$ cat src/rtl/conv_ctrl_pkg.sv
package conv_ctrl_pkg;

    // Register offsets on the plain register port
    localparam logic [3:0] CTRL_STATUS_OFS = 4'h0; // converter_control_status
    localparam logic [3:0] TRIG_CTRL_OFS = 4'h1;   // ext_trigger_enable
    localparam logic [3:0] RESULT_OFS = 4'h2;      // Base of four result words

    // Control/status field positions
    localparam int CH_LSB = 0;      // Three channel select bits
    localparam int CKS_BIT = 3;
    localparam int SCAN_BIT = 4;
    localparam int START_BIT = 5;   // conv_start_bit
    localparam int IE_BIT = 6;      // conv_end_request_enable
    localparam int DONE_BIT = 7;    // conv_done_flag
    localparam int TRIG_EN_BIT = 7; // In the trigger control register

    // Reset values
    localparam logic [7:0] CTRL_STATUS_RST = 8'h00;
    localparam logic [7:0] TRIG_CTRL_RD_ONES = 8'h7F; // Reserved bits read 1

    // Widths
    localparam int RES_W = 10;      // Result word width
    localparam logic [RES_W-1:0] RES_MIN = 10'h000;
    localparam logic [RES_W-1:0] RES_MAX = 10'h3FF;

    // Conversion length in states
    localparam logic [8:0] CONV_STATES_SLOW = 9'h100; // 256 states
    localparam logic [8:0] CONV_STATES_FAST = 9'h080; // 128 states

    typedef enum logic [1:0] {
        ST_IDLE = 2'b00,
        ST_CONV = 2'b01,
        ST_NEXT = 2'b10
    } conv_state_t;

endpackage

$ cat src/rtl/conv_ctrl.sv
// The implementer's own choices: the strobed register port and the placing of the registers.
`timescale 1ns/1ps
module conv_ctrl
    import conv_ctrl_pkg::*;
(
    input wire logic mclk,                 // System clock
    input wire logic sys_rst,              // Synchronous reset
    input wire logic [3:0] regAddr,        // Register address
    input wire logic [7:0] regWdata,       // Write data
    input wire logic regWr,                // Write strobe
    input wire logic regRd,                // Read strobe
    input wire logic regDma,               // Access made by dma_controller
    output logic [7:0] regRdata,           // Read data, one cycle later
    input wire logic extConvTriggerPin_n,  // ext_conv_trigger_pin, low active
    input wire logic [RES_W-1:0] sarCode,  // Comparator code at sample end
    output logic convEndRequest,           // conv_end_request to INTC/DMA
    output logic [7:0] analogInputPin,     // Port C pin in analog role
    output logic [2:0] sarChannel          // Channel under conversion
);

    // Sequencer state; every output below comes straight from a flop
    // so the DMA side and the port pins never see decode glitches
    conv_state_t state_r, state_nxt;
    logic [7:0] csr_r, csr_nxt;
    logic trigEn_r, trigEn_nxt;
    logic trigPrev_r, trigPrev_nxt;
    logic [8:0] cnt_r, cnt_nxt;
    logic [2:0] chan_r, chan_nxt;
    logic [RES_W-1:0] result_r [0:3];
    logic [RES_W-1:0] result_nxt [0:3];
    logic [7:0] rdata_r, rdata_nxt;
    logic req_r, req_nxt;
    logic [7:0] pins_r, pins_nxt;
    logic [2:0] firstCh, lastCh;
    logic trigFall, convDone, csrWr;
    logic [3:0] rIdx;

    // Pin role helpers, taken from the values after this edge
    logic [7:0] pinClaim;
    logic grpSel, scanNxt;
    logic [1:0] grpLast;

    // Group bounds below drive the sequencer only; the pin role uses
    // the next-state values so a starting write is seen at once

    // Group bounds from channel select; bit 2 chooses the group
    always_comb begin
        firstCh = {csr_r[CH_LSB+2], 2'b00};
        lastCh = csr_r[SCAN_BIT] ? csr_r[CH_LSB+2:CH_LSB]
                                 : csr_r[CH_LSB+2:CH_LSB];
        if (!csr_r[SCAN_BIT]) begin
            firstCh = csr_r[CH_LSB+2:CH_LSB];
        end
    end

    // Trigger edge: the previous pin level resets high, its idle level;
    // trigger enable resets low, so releasing reset with the pin held low gives no false start
    assign trigFall = trigEn_r && trigPrev_r && !extConvTriggerPin_n;
    // Last state of the count; the result is latched on this cycle
    assign convDone = (state_r == ST_CONV) && (cnt_r == 9'h001);
    assign csrWr = regWr && (regAddr == CTRL_STATUS_OFS);
    assign rIdx = regAddr - RESULT_OFS;

    // Conversion sequencer and control/status next values
    always_comb begin
        state_nxt = state_r;
        csr_nxt = csr_r;
        trigEn_nxt = trigEn_r;
        trigPrev_nxt = extConvTriggerPin_n;
        cnt_nxt = cnt_r;
        chan_nxt = chan_r;
        for (int i = 0; i < 4; i++) begin
            result_nxt[i] = result_r[i];
        end
        if (regWr && regAddr == TRIG_CTRL_OFS) begin
            trigEn_nxt = regWdata[TRIG_EN_BIT];
        end
        if (csrWr) begin
            // Done may only be cleared by software, never set
            csr_nxt[6:0] = regWdata[6:0];
            csr_nxt[DONE_BIT] = csr_r[DONE_BIT] & regWdata[DONE_BIT];
        end
        if (trigFall) begin
            csr_nxt[START_BIT] = 1'b1;
        end
        if (regDma && (regWr || regRd)) begin
            csr_nxt[DONE_BIT] = 1'b0;
        end
        // A hardware set of done is applied last, so it wins over a
        // software or DMA clear landing in the same cycle
        case (state_r)
            ST_IDLE: begin
                if (csr_nxt[START_BIT]) begin
                    state_nxt = ST_NEXT;
                    chan_nxt = csrWr ? (regWdata[SCAN_BIT]
                        ? {regWdata[CH_LSB+2], 2'b00}
                        : regWdata[CH_LSB+2:CH_LSB]) : firstCh;
                end
            end
            ST_NEXT: begin
                cnt_nxt = csr_r[CKS_BIT] ? CONV_STATES_FAST
                                         : CONV_STATES_SLOW;
                state_nxt = ST_CONV;
            end
            ST_CONV: begin
                cnt_nxt = cnt_r - 9'h001;
                if (convDone) begin
                    // Result stored with full 10-bit range
                    result_nxt[chan_r[1:0]] = sarCode;
                    if (!csr_r[SCAN_BIT]) begin
                        csr_nxt[DONE_BIT] = 1'b1;
                        csr_nxt[START_BIT] = 1'b0;
                        state_nxt = ST_IDLE;
                    end else if (chan_r == lastCh) begin
                        csr_nxt[DONE_BIT] = 1'b1;
                        chan_nxt = firstCh;
                        state_nxt = ST_NEXT;
                    end else begin
                        chan_nxt = chan_r + 3'h1;
                        state_nxt = ST_NEXT;
                    end
                end
            end
            default: state_nxt = ST_IDLE;
        endcase
        // Clearing start stops a conversion in flight unless it is in its last state
        if (!csr_nxt[START_BIT] && state_r != ST_IDLE && !convDone) begin
            state_nxt = ST_IDLE;
        end
    end

    // Group and last channel as they will stand after this edge
    assign grpSel = csr_nxt[CH_LSB+2];
    assign grpLast = csr_nxt[CH_LSB+1:CH_LSB];
    assign scanNxt = csr_nxt[SCAN_BIT];

    // Per-pin analog claim; the unused half of port C stays digital
    // for general port use
    for (genvar gp = 0; gp < 8; gp++) begin : g_pin
        localparam logic [2:0] PIN_ID = 3'(gp);
        // Scan claims the whole selected span, single only its channel
        assign pinClaim[gp] = scanNxt
            ? (PIN_ID[2] == grpSel && PIN_ID[1:0] <= grpLast)
            : (PIN_ID == chan_nxt);
    end

    // Request, pin role and read data next values
    always_comb begin
        // Level follows done AND enable
        req_nxt = csr_nxt[DONE_BIT] && csr_nxt[IE_BIT];
        // Pins go back to the digital port once sequencing stops
        pins_nxt = (state_nxt != ST_IDLE) ? pinClaim : 8'h00;
        // Read data is zero outside the cycle after a read strobe,
        // so a stray sample by the master never picks up stale data;
        // a DMA read decodes exactly like a CPU read
        rdata_nxt = 8'h00;
        if (regRd) begin
            if (regAddr == CTRL_STATUS_OFS) begin
                rdata_nxt = csr_r;
            end else if (regAddr == TRIG_CTRL_OFS) begin
                rdata_nxt = {trigEn_r, TRIG_CTRL_RD_ONES[6:0]};
            end else if (rIdx < 4'h8) begin
                // Even index: upper 8 bits, odd: lower 2 bits at top
                rdata_nxt = rIdx[0] ? {result_r[rIdx[2:1]][1:0], 6'h00}
                                    : result_r[rIdx[2:1]][9:2];
            end
        end
    end

    // Registers; reset is synchronous and loads only constants.
    // The result words reset to the minimum code, so reading a result word
    // that no conversion has written returns zero rather than unknown data
    always_ff @(posedge mclk) begin
        if (sys_rst) begin
            state_r <= ST_IDLE;
            csr_r <= CTRL_STATUS_RST;
            trigEn_r <= 1'b0;
            trigPrev_r <= 1'b1;
            cnt_r <= 9'h000;
            chan_r <= 3'h0;
            for (int i = 0; i < 4; i++) begin
                result_r[i] <= RES_MIN;
            end
            rdata_r <= 8'h00;
            req_r <= 1'b0;
            pins_r <= 8'h00;
        end else begin
            state_r <= state_nxt;
            csr_r <= csr_nxt;
            trigEn_r <= trigEn_nxt;
            trigPrev_r <= trigPrev_nxt;
            cnt_r <= cnt_nxt;
            chan_r <= chan_nxt;
            for (int i = 0; i < 4; i++) begin
                result_r[i] <= result_nxt[i];
            end
            rdata_r <= rdata_nxt;
            req_r <= req_nxt;
            pins_r <= pins_nxt;
        end
    end

    // Outputs are plain wires from the flops above; no logic is
    // allowed here so each output keeps a single registered source
    // and its timing stays one clock after the cause
    assign regRdata = rdata_r;
    assign convEndRequest = req_r;
    assign analogInputPin = pins_r;
    assign sarChannel = chan_r;

endmodule // conv_ctrl

$ cat config.mk
export PLATFORM = sky130hd
export DESIGN_NAME = conv_ctrl
export DESIGN_NICKNAME = d
export VERILOG_FILES = /design/src/rtl/conv_ctrl_pkg.sv /design/src/rtl/conv_ctrl.sv
export SDC_FILE = /design/constraint.sdc
export NUM_CORES = 1
export LEC_CHECK = 0
export BUFFER_PORTS_ARGS = -buffer_cell sky130_fd_sc_hd__buf_2
export CAP_MARGIN = 20
export CORE_AREA = 2 2 127 129
export DETAILED_ROUTE_END_ITERATION = 16
export DIE_AREA = 0 0 129 131
export GPL_TIMING_DRIVEN = 1
export PLACE_DENSITY = 0.45
export SLEW_MARGIN = 20
export SYNTH_ARGS = -nofsm -noshare
export SYNTH_HDL_FRONTEND = slang
export SYNTH_SLANG_ARGS = --single-unit
$ cat constraint.sdc
create_clock -name mclk -period 2.6 [get_ports mclk]
set_input_delay 0.13 -clock mclk [delete_from_list [all_inputs] [get_ports mclk]]
set_output_delay 0.13 -clock mclk [all_outputs]
set_load 0.05 [all_outputs]
## Word-level counts from Yosys, hierarchy flattened

Memory sizes are Yosys's and may differ from the RTL's.
Index checks and enable logic that the tools add are counted.
W data, S select, Z words.

| word-level totals | value |
|---|---|
| memories | 1 |
| register bits | 41 |
| bits of input ports | 28 |
| bits in writable memories | 40 |
| output and inout bits | 20 |

| operators by class | value |
|---|---|
| $lt $le $gt $ge | 7 |
| equality and inequality tests | 12 |
| add/sub/neg operators | 3 |
| muxes and demuxes | 49 |
| reductions and logical operators | 30 |
| bitwise logic cells | 9 |

Memory list:

| name | words | bits a word | read ports | clocked after memory_dff | wr ports | line | RTL |
|---|---|---|---|---|---|---|---|
| result_r | 4 | 10 | 5 | 0 | 4 | conv_ctrl.sv:29 | `logic [RES_W-1:0] result_r [0:3];` |

Operators by type and width:

| cell | count |
|---|---|
| $mux W40 | 2 |
| $mux W10 | 5 |
| $bwmux W40 | 1 |
| $mux W8 | 5 |
| $demux W10 S2 | 1 |
| $mux W1 | 20 |
| $logic_and A1 B1 Y1 | 18 |
| $pmux W9 S2 | 1 |
| $mux W3 | 5 |
| $eq A3 B3 Y1 const A | 4 |
| $mux W2 | 6 |
| $eq A9 B1 Y1 const B | 1 |
| $mux W9 | 1 |
| $sub A9 B1 Y9 const B | 1 |
| $eq A2 B3 Y1 const A | 2 |
| $pmux W2 S3 | 1 |
| $pmux W3 S2 | 1 |
| $reduce_bool A2 Y1 | 3 |
| $eq A4 B1 Y1 const B | 1 |
| $le A1 B2 Y1 const A | 2 |
| $le A2 B2 Y1 const A | 2 |
| $logic_not A4 Y1 | 1 |
| $lt A4 B4 Y1 const B | 1 |
| $or A1 B1 Y1 | 4 |
| 16 further kinds | 21 |

## Logic depth before layout (Yosys ltp)

Gate-level depths: netlist of run 1.

| depth | value |
|---|---|
| depth after elaboration | 14 |
| depth in mapped cells | 10 |
| depth with buffers taken out | 9 |

## Least setup slack after synthesis of run 1

No wires, ideal clock.

| path | value |
|---|---|
| kind | input-to-reg |
| start | input port regAddr[1] |
| end | register rdata_r[7] (netlist: regRdata[7]) |
| slack | 0.576 ns |
| setup time | 0.115 ns |
| arrival | 1.909 ns |
| cell stages on the path | 8 |
| buffers on the path | 2 |
| path through | buf_2 > inv_1 > ha_1 > clkbuf_1 > mux4_2 > mux2i_1 > nor3_1 > o21a_1 |

| between the ends | value |
|---|---|
| cells in the longest elaborated chain, start to end | 6 |

RTL lines:

| item | line | RTL |
|---|---|---|
| start, declared | conv_ctrl.sv:8 | `input wire logic [3:0] regAddr,` |
| $sub A4 B2 Y4 | conv_ctrl.sv:62 | `assign rIdx = regAddr - RESULT_OFS;` |
| $mem_v2 Z4 W10 | - |  |
| $mux W8 | conv_ctrl.sv:164 | `rdata_nxt = rIdx[0] ? {result_r[rIdx[2:1]][1:0], 6'h00}` |
| $mux W8 | conv_ctrl.sv:162 | `end else if (rIdx < 4'h8) begin` |
| $mux W8 | conv_ctrl.sv:160 | `end else if (regAddr == TRIG_CTRL_OFS) begin` |
| $mux W8 (*) | conv_ctrl.sv:158 | `if (regAddr == CTRL_STATUS_OFS) begin` |
| end signal, assigned | conv_ctrl.sv:197 | `rdata_r <= rdata_nxt;` |
| end, declared | conv_ctrl.sv:31 | `logic [7:0] rdata_r, rdata_nxt;` |

Mark *: on every way between the ends. The rest lies on a longest branch, timed or not.
A chain may end at the register's enable or synchronous reset.

==> results.yml, run 1 <==
route:
  ant_nets: 0
  first_iter_violations: 148
  drt_first_pass_iters: 4
  dr_total_vias: 3320
  drt_wl_total_mm: 10.9
  wl_per_cell_um: 15.6
  viasPerCell: 4.74
  drc: 0
floorplanning:
  fp.dieW_um: 129
  core_um2: 15600
  ios: 48
  die_area_um2: 16900
  rows: 46
  chipHeight_um: 131
  start_util_pct: 24.4
cells_and_area:
  antenna_cells: 0
  layout_common_cells: "dfxtp_1 (81), nand2_1 (65), a21oi_1 (56)"
  area_growth_pct: 21.0
  finalNonFillerCells: 700
  layout.area.seq_um2: 1620
  final_area_um2: 4610
  nFillCells: 1697
  nets: 521
  final_common_cell: "dfxtp_1"
  multi_input_area_um2: 2030
  drive_above_1_share_pct: 19.4
timing:
  relSlewSlack_pct: 65.3
  skew_ps: 7.95
  fmax_mhz: 450
  setup-tns-final_ps: 0
  holdWs_ps: 37.5
  slew_viol_final: 0
  period_needed_ps: 2220
  worst_pin_slew_ps: 519
  rsz0062_at_grt: "no"
  setup_viol: 0
  period_share_pct: 85.5
  finalHoldViolations: 0
pwr:
  p_leak_nw: 1.70
  peakVddDrop_mv: 0.286
  power.density_nw_per_um2: 624
setup_path:
  worstSetupStartpointType: "register"
  path_class: "reg -> reg"
  path_buf_inv: 2
  path_cells: "inv_1 > ha_1 > nor4b_2 > and3_1 > buf_4 > nand2_1 > nand2_1 > a21oi_1"
  reg2reg_depth: 8
  critical_path.most_common_cell: "nand2_1"
  worstPathArrival_ps: 2440
  critPathCaptureType: "register"
  critPathSlowestCell: "nand2_1"
  crit_family: "simple AND/OR/NAND/NOR gates"
  r2r_start: "cnt_r[1]$_SDFFE_PP0P_"
  crit_fanout: 28
  reg2reg_to: "result_r[3][9]$_SDFFE_PP0P_"
  r2r_slack_ps: 380
  required_ps: 2820
  critPathMaxStageDelay_ps: 380
clock_network:
  cts_tree: "built"
  numCtsBuffers: 9
  cts_root_buf: "clkbuf_16"
  clk_pin_slew_ps: 60
  cts_setup_buffers: 0
  cts_sinks: 81
  h-tree-depth: 3
  clockBufferDepth: 2
  clk_latency_ps: 340
synth:
  yosysSeqAreaShare_pct: 42.6
  synth-async-reset-ratio_pct: 0
  synth_edf_count: 0
  synth_cell_types: 57
  synth.avg_cell_area_um2: 8.76
  syn_nets: 474
  synth_ff_type: "dfxtp_1"
  ys_seq_elements: 81
  netlist_area_um2: 3810
  synth_cells: 435
  yosysWarnings: 0
global_routing:
  grt.overflow.total: 0
  grt_pass1_wl_mm: 17.4
  grt_use_total_pct: 13.7
  antenna_found_initial: 0
  grt_max_degree: 31
  grt_pass1_vias: 3295
place:
  dp.cells: 686
  io_buffers: 47
  dpl_cell_area_um2: 4300
  dpl.hpwl_mm: 7.93
  place_congestion: 0.797
hold_path:
  min_to: "csr_r[3]$_SDFFE_PP0N_"
  min_from: "regWdata[3]"
  hold_class: "in -> reg"
  holdPathStages: 3
flow_run:
  cap_violations: 0
outcome:
  outcome: "finished clean"
==> kinds of logic (layout without fill, tap and decap cells) <==
family | Yosys count | count (layout) | synth area share (%)
and+or+nand+nor | 174 | 174 | 22.3
AOI/OAI and AO/OA | 103 | 103 | 16.6
muxes | 21 | 21 | 8.90
xor gates and xnor gates | 8 | 8 | 1.84
DFF | 81 | 81 | 42.6
adders and majority gates | 11 | 11 | 3.61
buffers and inverters | 37 | 86 | 4.24
==> tightest hold or removal path, stage by stage <==
cell and delay, ps:
buf_2 110, nand2_1 50, a21oi_1 50
==> timing repair <==
action,4_1_cts,5_1_grt
endpoints found under the hold margin,1,0
hold buffers,1,0
resized for setup,0,0
==> cell usage after synthesis, types with 5 or more instances <==
cell	count	share of area, %
o22ai_1	8	1.3
nor3_1	5	0.66
a21oi_1	56	7.4
o21ai_0	9	1.2
nand3_1	45	5.9
o31ai_1	7	1.4
nand2_1	65	6.4
mux2i_1	11	2.9
clkbuf_1	20	2.0
inv_1	11	1.1
dfxtp_1	81	43
ha_1	11	3.6
mux4_2	9	5.3
nor2_1	25	2.5
==> cell type report <==
cell class,count,share of cell area [%]
clock buffer,10,4.97
clock inverter,3,1.49
inverter,11,0.896
multi-input combinational,317,44.0
sequential,81,35.2
tap,216,5.86
timing repair buffer,62,7.60
==> how the worst max path moves through the flow <==
stage / endpoint / cells past startpoint / slack, ps / from
detailed placement: result_r[3][9]$_SDFFE_PP0P_ / 8 / 400 / cnt_r[1]$_SDFFE_PP0P_
global placement: analogInputPin[5]$_SDFF_PP0_ / 7 / 430 / cnt_r[2]$_SDFFE_PP0P_
floorplan: regRdata[7]$_SDFF_PP0_ / 8 / 580 / regAddr[1]
finish: result_r[3][9]$_SDFFE_PP0P_ / 8 / 380 / cnt_r[1]$_SDFFE_PP0P_
global route: result_r[3][0]$_SDFFE_PP0P_ / 8 / 160 / cnt_r[1]$_SDFFE_PP0P_
CTS: analogInputPin[5]$_SDFF_PP0_ / 9 / 380 / cnt_r[1]$_SDFFE_PP0P_
==> registers in the layout, summed over array words and instances (netlist names) <==
signal          flops
analogInputPin      8
cnt_r               9
convEndRequest      1
csr_r               8
regRdata            8
result_r           40
sarChannel          3
state_r             2
trigEn_r            1
trigPrev_r          1
==> metal layers <==
metal / up-vias / global-route usage, % / routed length [um]
met5: - / 0 / 0
met4: 0 / 6.01 / 239
met3: 17 / 2.69 / 486
met2: 85 / 22.1 / 5020
met1: 1584 / 17.7 / 5190
li1: 1634 / - / -
==> power by group <==
| group | total [mW] | internal (mW) | leakage [nW] | switching [mW] |
|---|---|---|---|---|
| Sequential | 1.29 | 1.26 | 0.654 | 0.0236 |
| Clock | 1.31 | 0.826 | 0.144 | 0.488 |
| Combinational | 0.276 | 0.102 | 0.907 | 0.174 |
| Total | 2.88 | 2.19 | 1.70 | 0.686 |
==> stage by stage <==
stage          setup slack (ps)  power [mW]  utilization (%)
2_1_floorplan               576        1.49                -
3_3_place_gp                428        1.59             27.6
3_5_place_dp                402        1.59             27.6
4_1_cts                     377        2.91             29.5
5_1_grt                     163        2.98             29.5
6_report                    378        2.88             29.5
Power figures use the tool's default switching activity.
==> run 2, diff against run 1 <==
==> constraint.sdc (replaced) <==
create_clock -name mclk -period 2.6 [get_ports mclk]
set_input_delay 0.52 -clock mclk [delete_from_list [all_inputs] [get_ports mclk]]
set_output_delay 0.52 -clock mclk [all_outputs]
set_load 0.05 [all_outputs]
==> run 2 against run 1 <==
Compared with the run above:
- clock-buffer cell count down 1
- global-route usage up 0.14 points
- fmax down 5.6%
- total power down 2.2%
- register-to-register slack worse by 130 ps
- largest power group is now registers
- highest routed layer unchanged
==> results.yml, run 2 (synthesized netlist as in run 1, its figures left out) <==
setup_path:
  cp-startpoint: "state_r[1]$_SDFF_PP0_"
  required_ps: 2810
  worstPathArrival_ps: 2560
  r2r_start: "state_r[1]$_SDFF_PP0_"
  worstSetupStartpointType: "register"
  r2r_slack_ps: 250
  reg2reg_to: "result_r[1][9]$_SDFFE_PP0P_"
  crit_end: "result_r[1][9]$_SDFFE_PP0P_"
  reg2reg_depth: 7
  path_class: "reg -> reg"
  crit_fanout: 32
  critPathCaptureType: "register"
cells_and_area:
  largest_reg_flops: 40
  drive_above_1_share_pct: 20.3
  antenna_cells: 0
  nets: 521
  nFillCells: 1681
  layout_common_cells: "dfxtp_1 (81), nand2_1 (65), a21oi_1 (56)"
  top_regs: "result_r: 40 flops, cnt_r: 9 flops"
  finalNonFillerCells: 703
  area_growth_pct: 20.6
  final_common_cell: "dfxtp_1"
  largest-register: "result_r"
floorplanning:
  start_util_pct: 24.4
  fp.dieW_um: 129
  rows: 46
  core_um2: 15600
  die_area_um2: 16900
  ios: 48
  chipHeight_um: 131
route:
  ant_nets: 0
  drt_wl_total_mm: 11.2
  dr_total_vias: 3322
  drc: 0
  wl_per_cell_um: 15.9
  first_iter_violations: 137
  drt_first_pass_iters: 4
  viasPerCell: 4.73
timing:
  fmax_mhz: 425
  relSlewSlack_pct: 63.1
  rsz0062_at_grt: "no"
  finalHoldViolations: 0
  period_share_pct: 90.5
  slew_viol_final: 0
  holdWs_ps: 369
  period_needed_ps: 2350
  worst_pin_slew_ps: 553
  skew_ps: 10.5
  setup-tns-final_ps: 0
  setup_viol: 0
global_routing:
  grt_pass1_vias: 3210
  grt_pass1_wl_mm: 17.7
  grt_use_total_pct: 13.8
  grt.overflow.total: 0
  grt_max_degree: 51
  antenna_found_initial: 0
place:
  dp.cells: 687
  io_buffers: 47
  dpl.hpwl_mm: 7.97
  place_congestion: 0.827
clock_network:
  h-tree-depth: 3
  cts_sinks: 81
  cts_setup_buffers: 0
  numCtsBuffers: 9
  cts_root_buf: "clkbuf_16"
  clk_pin_slew_ps: 70
  clk_latency_ps: 360
  clockBufferDepth: 2
  cts_tree: "built"
  cts_hold_buf: 0
  ctsResizeCount: 0
flow_run:
  cap_violations: 0
pwr:
  power.density_nw_per_um2: 612
  power_mw: 2.81
  peakVddDrop_mv: 0.268
  p_leak_nw: 1.69
hold_path:
  hold_class: "in -> reg"
outcome:
  outcome: "finished clean"
## run 2: changes by cell type in the layout (fill, tap and decap cells not counted), sizes merged
cell / change
dlygate4sd3: -1
buf: +1
bufinv: -2
inv: +4
clkbuf: -1
clkinvlp: +2
## run 2: critical path, stage by stage, from the launching register on
cell	delay, ps
dfxtp_1	340
inv_1	100
ha_1	440
and3_1	310
buf_4	360
nand2_1	400
nand2_1	170
a21oi_1	80
## run 2: per-stage QoR
| stage | cell area, um2 | utilization [%] | setup WS [ps] |
|---|---|---|---|
| after global routing | 4590 | 29.5 | 14.1 |
| final | 4590 | 29.5 | 246 |
| after detailed placement | 4310 | 27.6 | 166 |
| after CTS | 4590 | 29.5 | 234 |
| after floorplan | 3810 | - | 186 |
| after global placement | 4310 | 27.6 | 211 |
## run 2: how the worst min path moves through the flow
| stage | start | to | slack, ps | cells after the start |
|---|---|---|---|---|
| finish | extConvTriggerPin_n | trigPrev_r$_SDFF_PP1_ | 370 | 2 |
| global route | extConvTriggerPin_n | trigPrev_r$_SDFF_PP1_ | 360 | 2 |
| CTS | extConvTriggerPin_n | trigPrev_r$_SDFF_PP1_ | 360 | 2 |
| detailed placement | result_r[1][0]$_SDFFE_PP0P_ | result_r[1][0]$_SDFFE_PP0P_ | 440 | 2 |
| floorplan | result_r[2][0]$_SDFFE_PP0P_ | result_r[2][0]$_SDFFE_PP0P_ | 430 | 2 |
| global placement | result_r[3][8]$_SDFFE_PP0P_ | result_r[3][8]$_SDFFE_PP0P_ | 440 | 2 |
## run 2: area by class of cell
cell class / instances / area [um2] / share of cell area (%)
clock buffers: 9 / 225 / 4.90
clock inverters: 7 / 61.3 / 1.33
inverters: 11 / 41.3 / 0.899
multi-input cells: 317 / 2030 / 44.1
flip-flops and latches: 81 / 1620 / 35.3
well taps: 216 / 270 / 5.88
repair buffers: 62 / 348 / 7.57
## run 2: where the power goes
part | switching, mW | internal (mW)
Clock | 0.584 | 0.666
Sequential | 0.0240 | 1.26
Combinational | 0.178 | 0.102
## run 2: per-layer routing
layer | wire [um] | up-vias | global-route usage [%]
met3 | 640 | 14 | 3.62
met2 | 5050 | 81 | 22.0
met4 | 162 | 0 | 5.31
li1 | - | 1644 | -
met5 | 0 | - | 0
met1 | 5350 | 1583 | 18.0
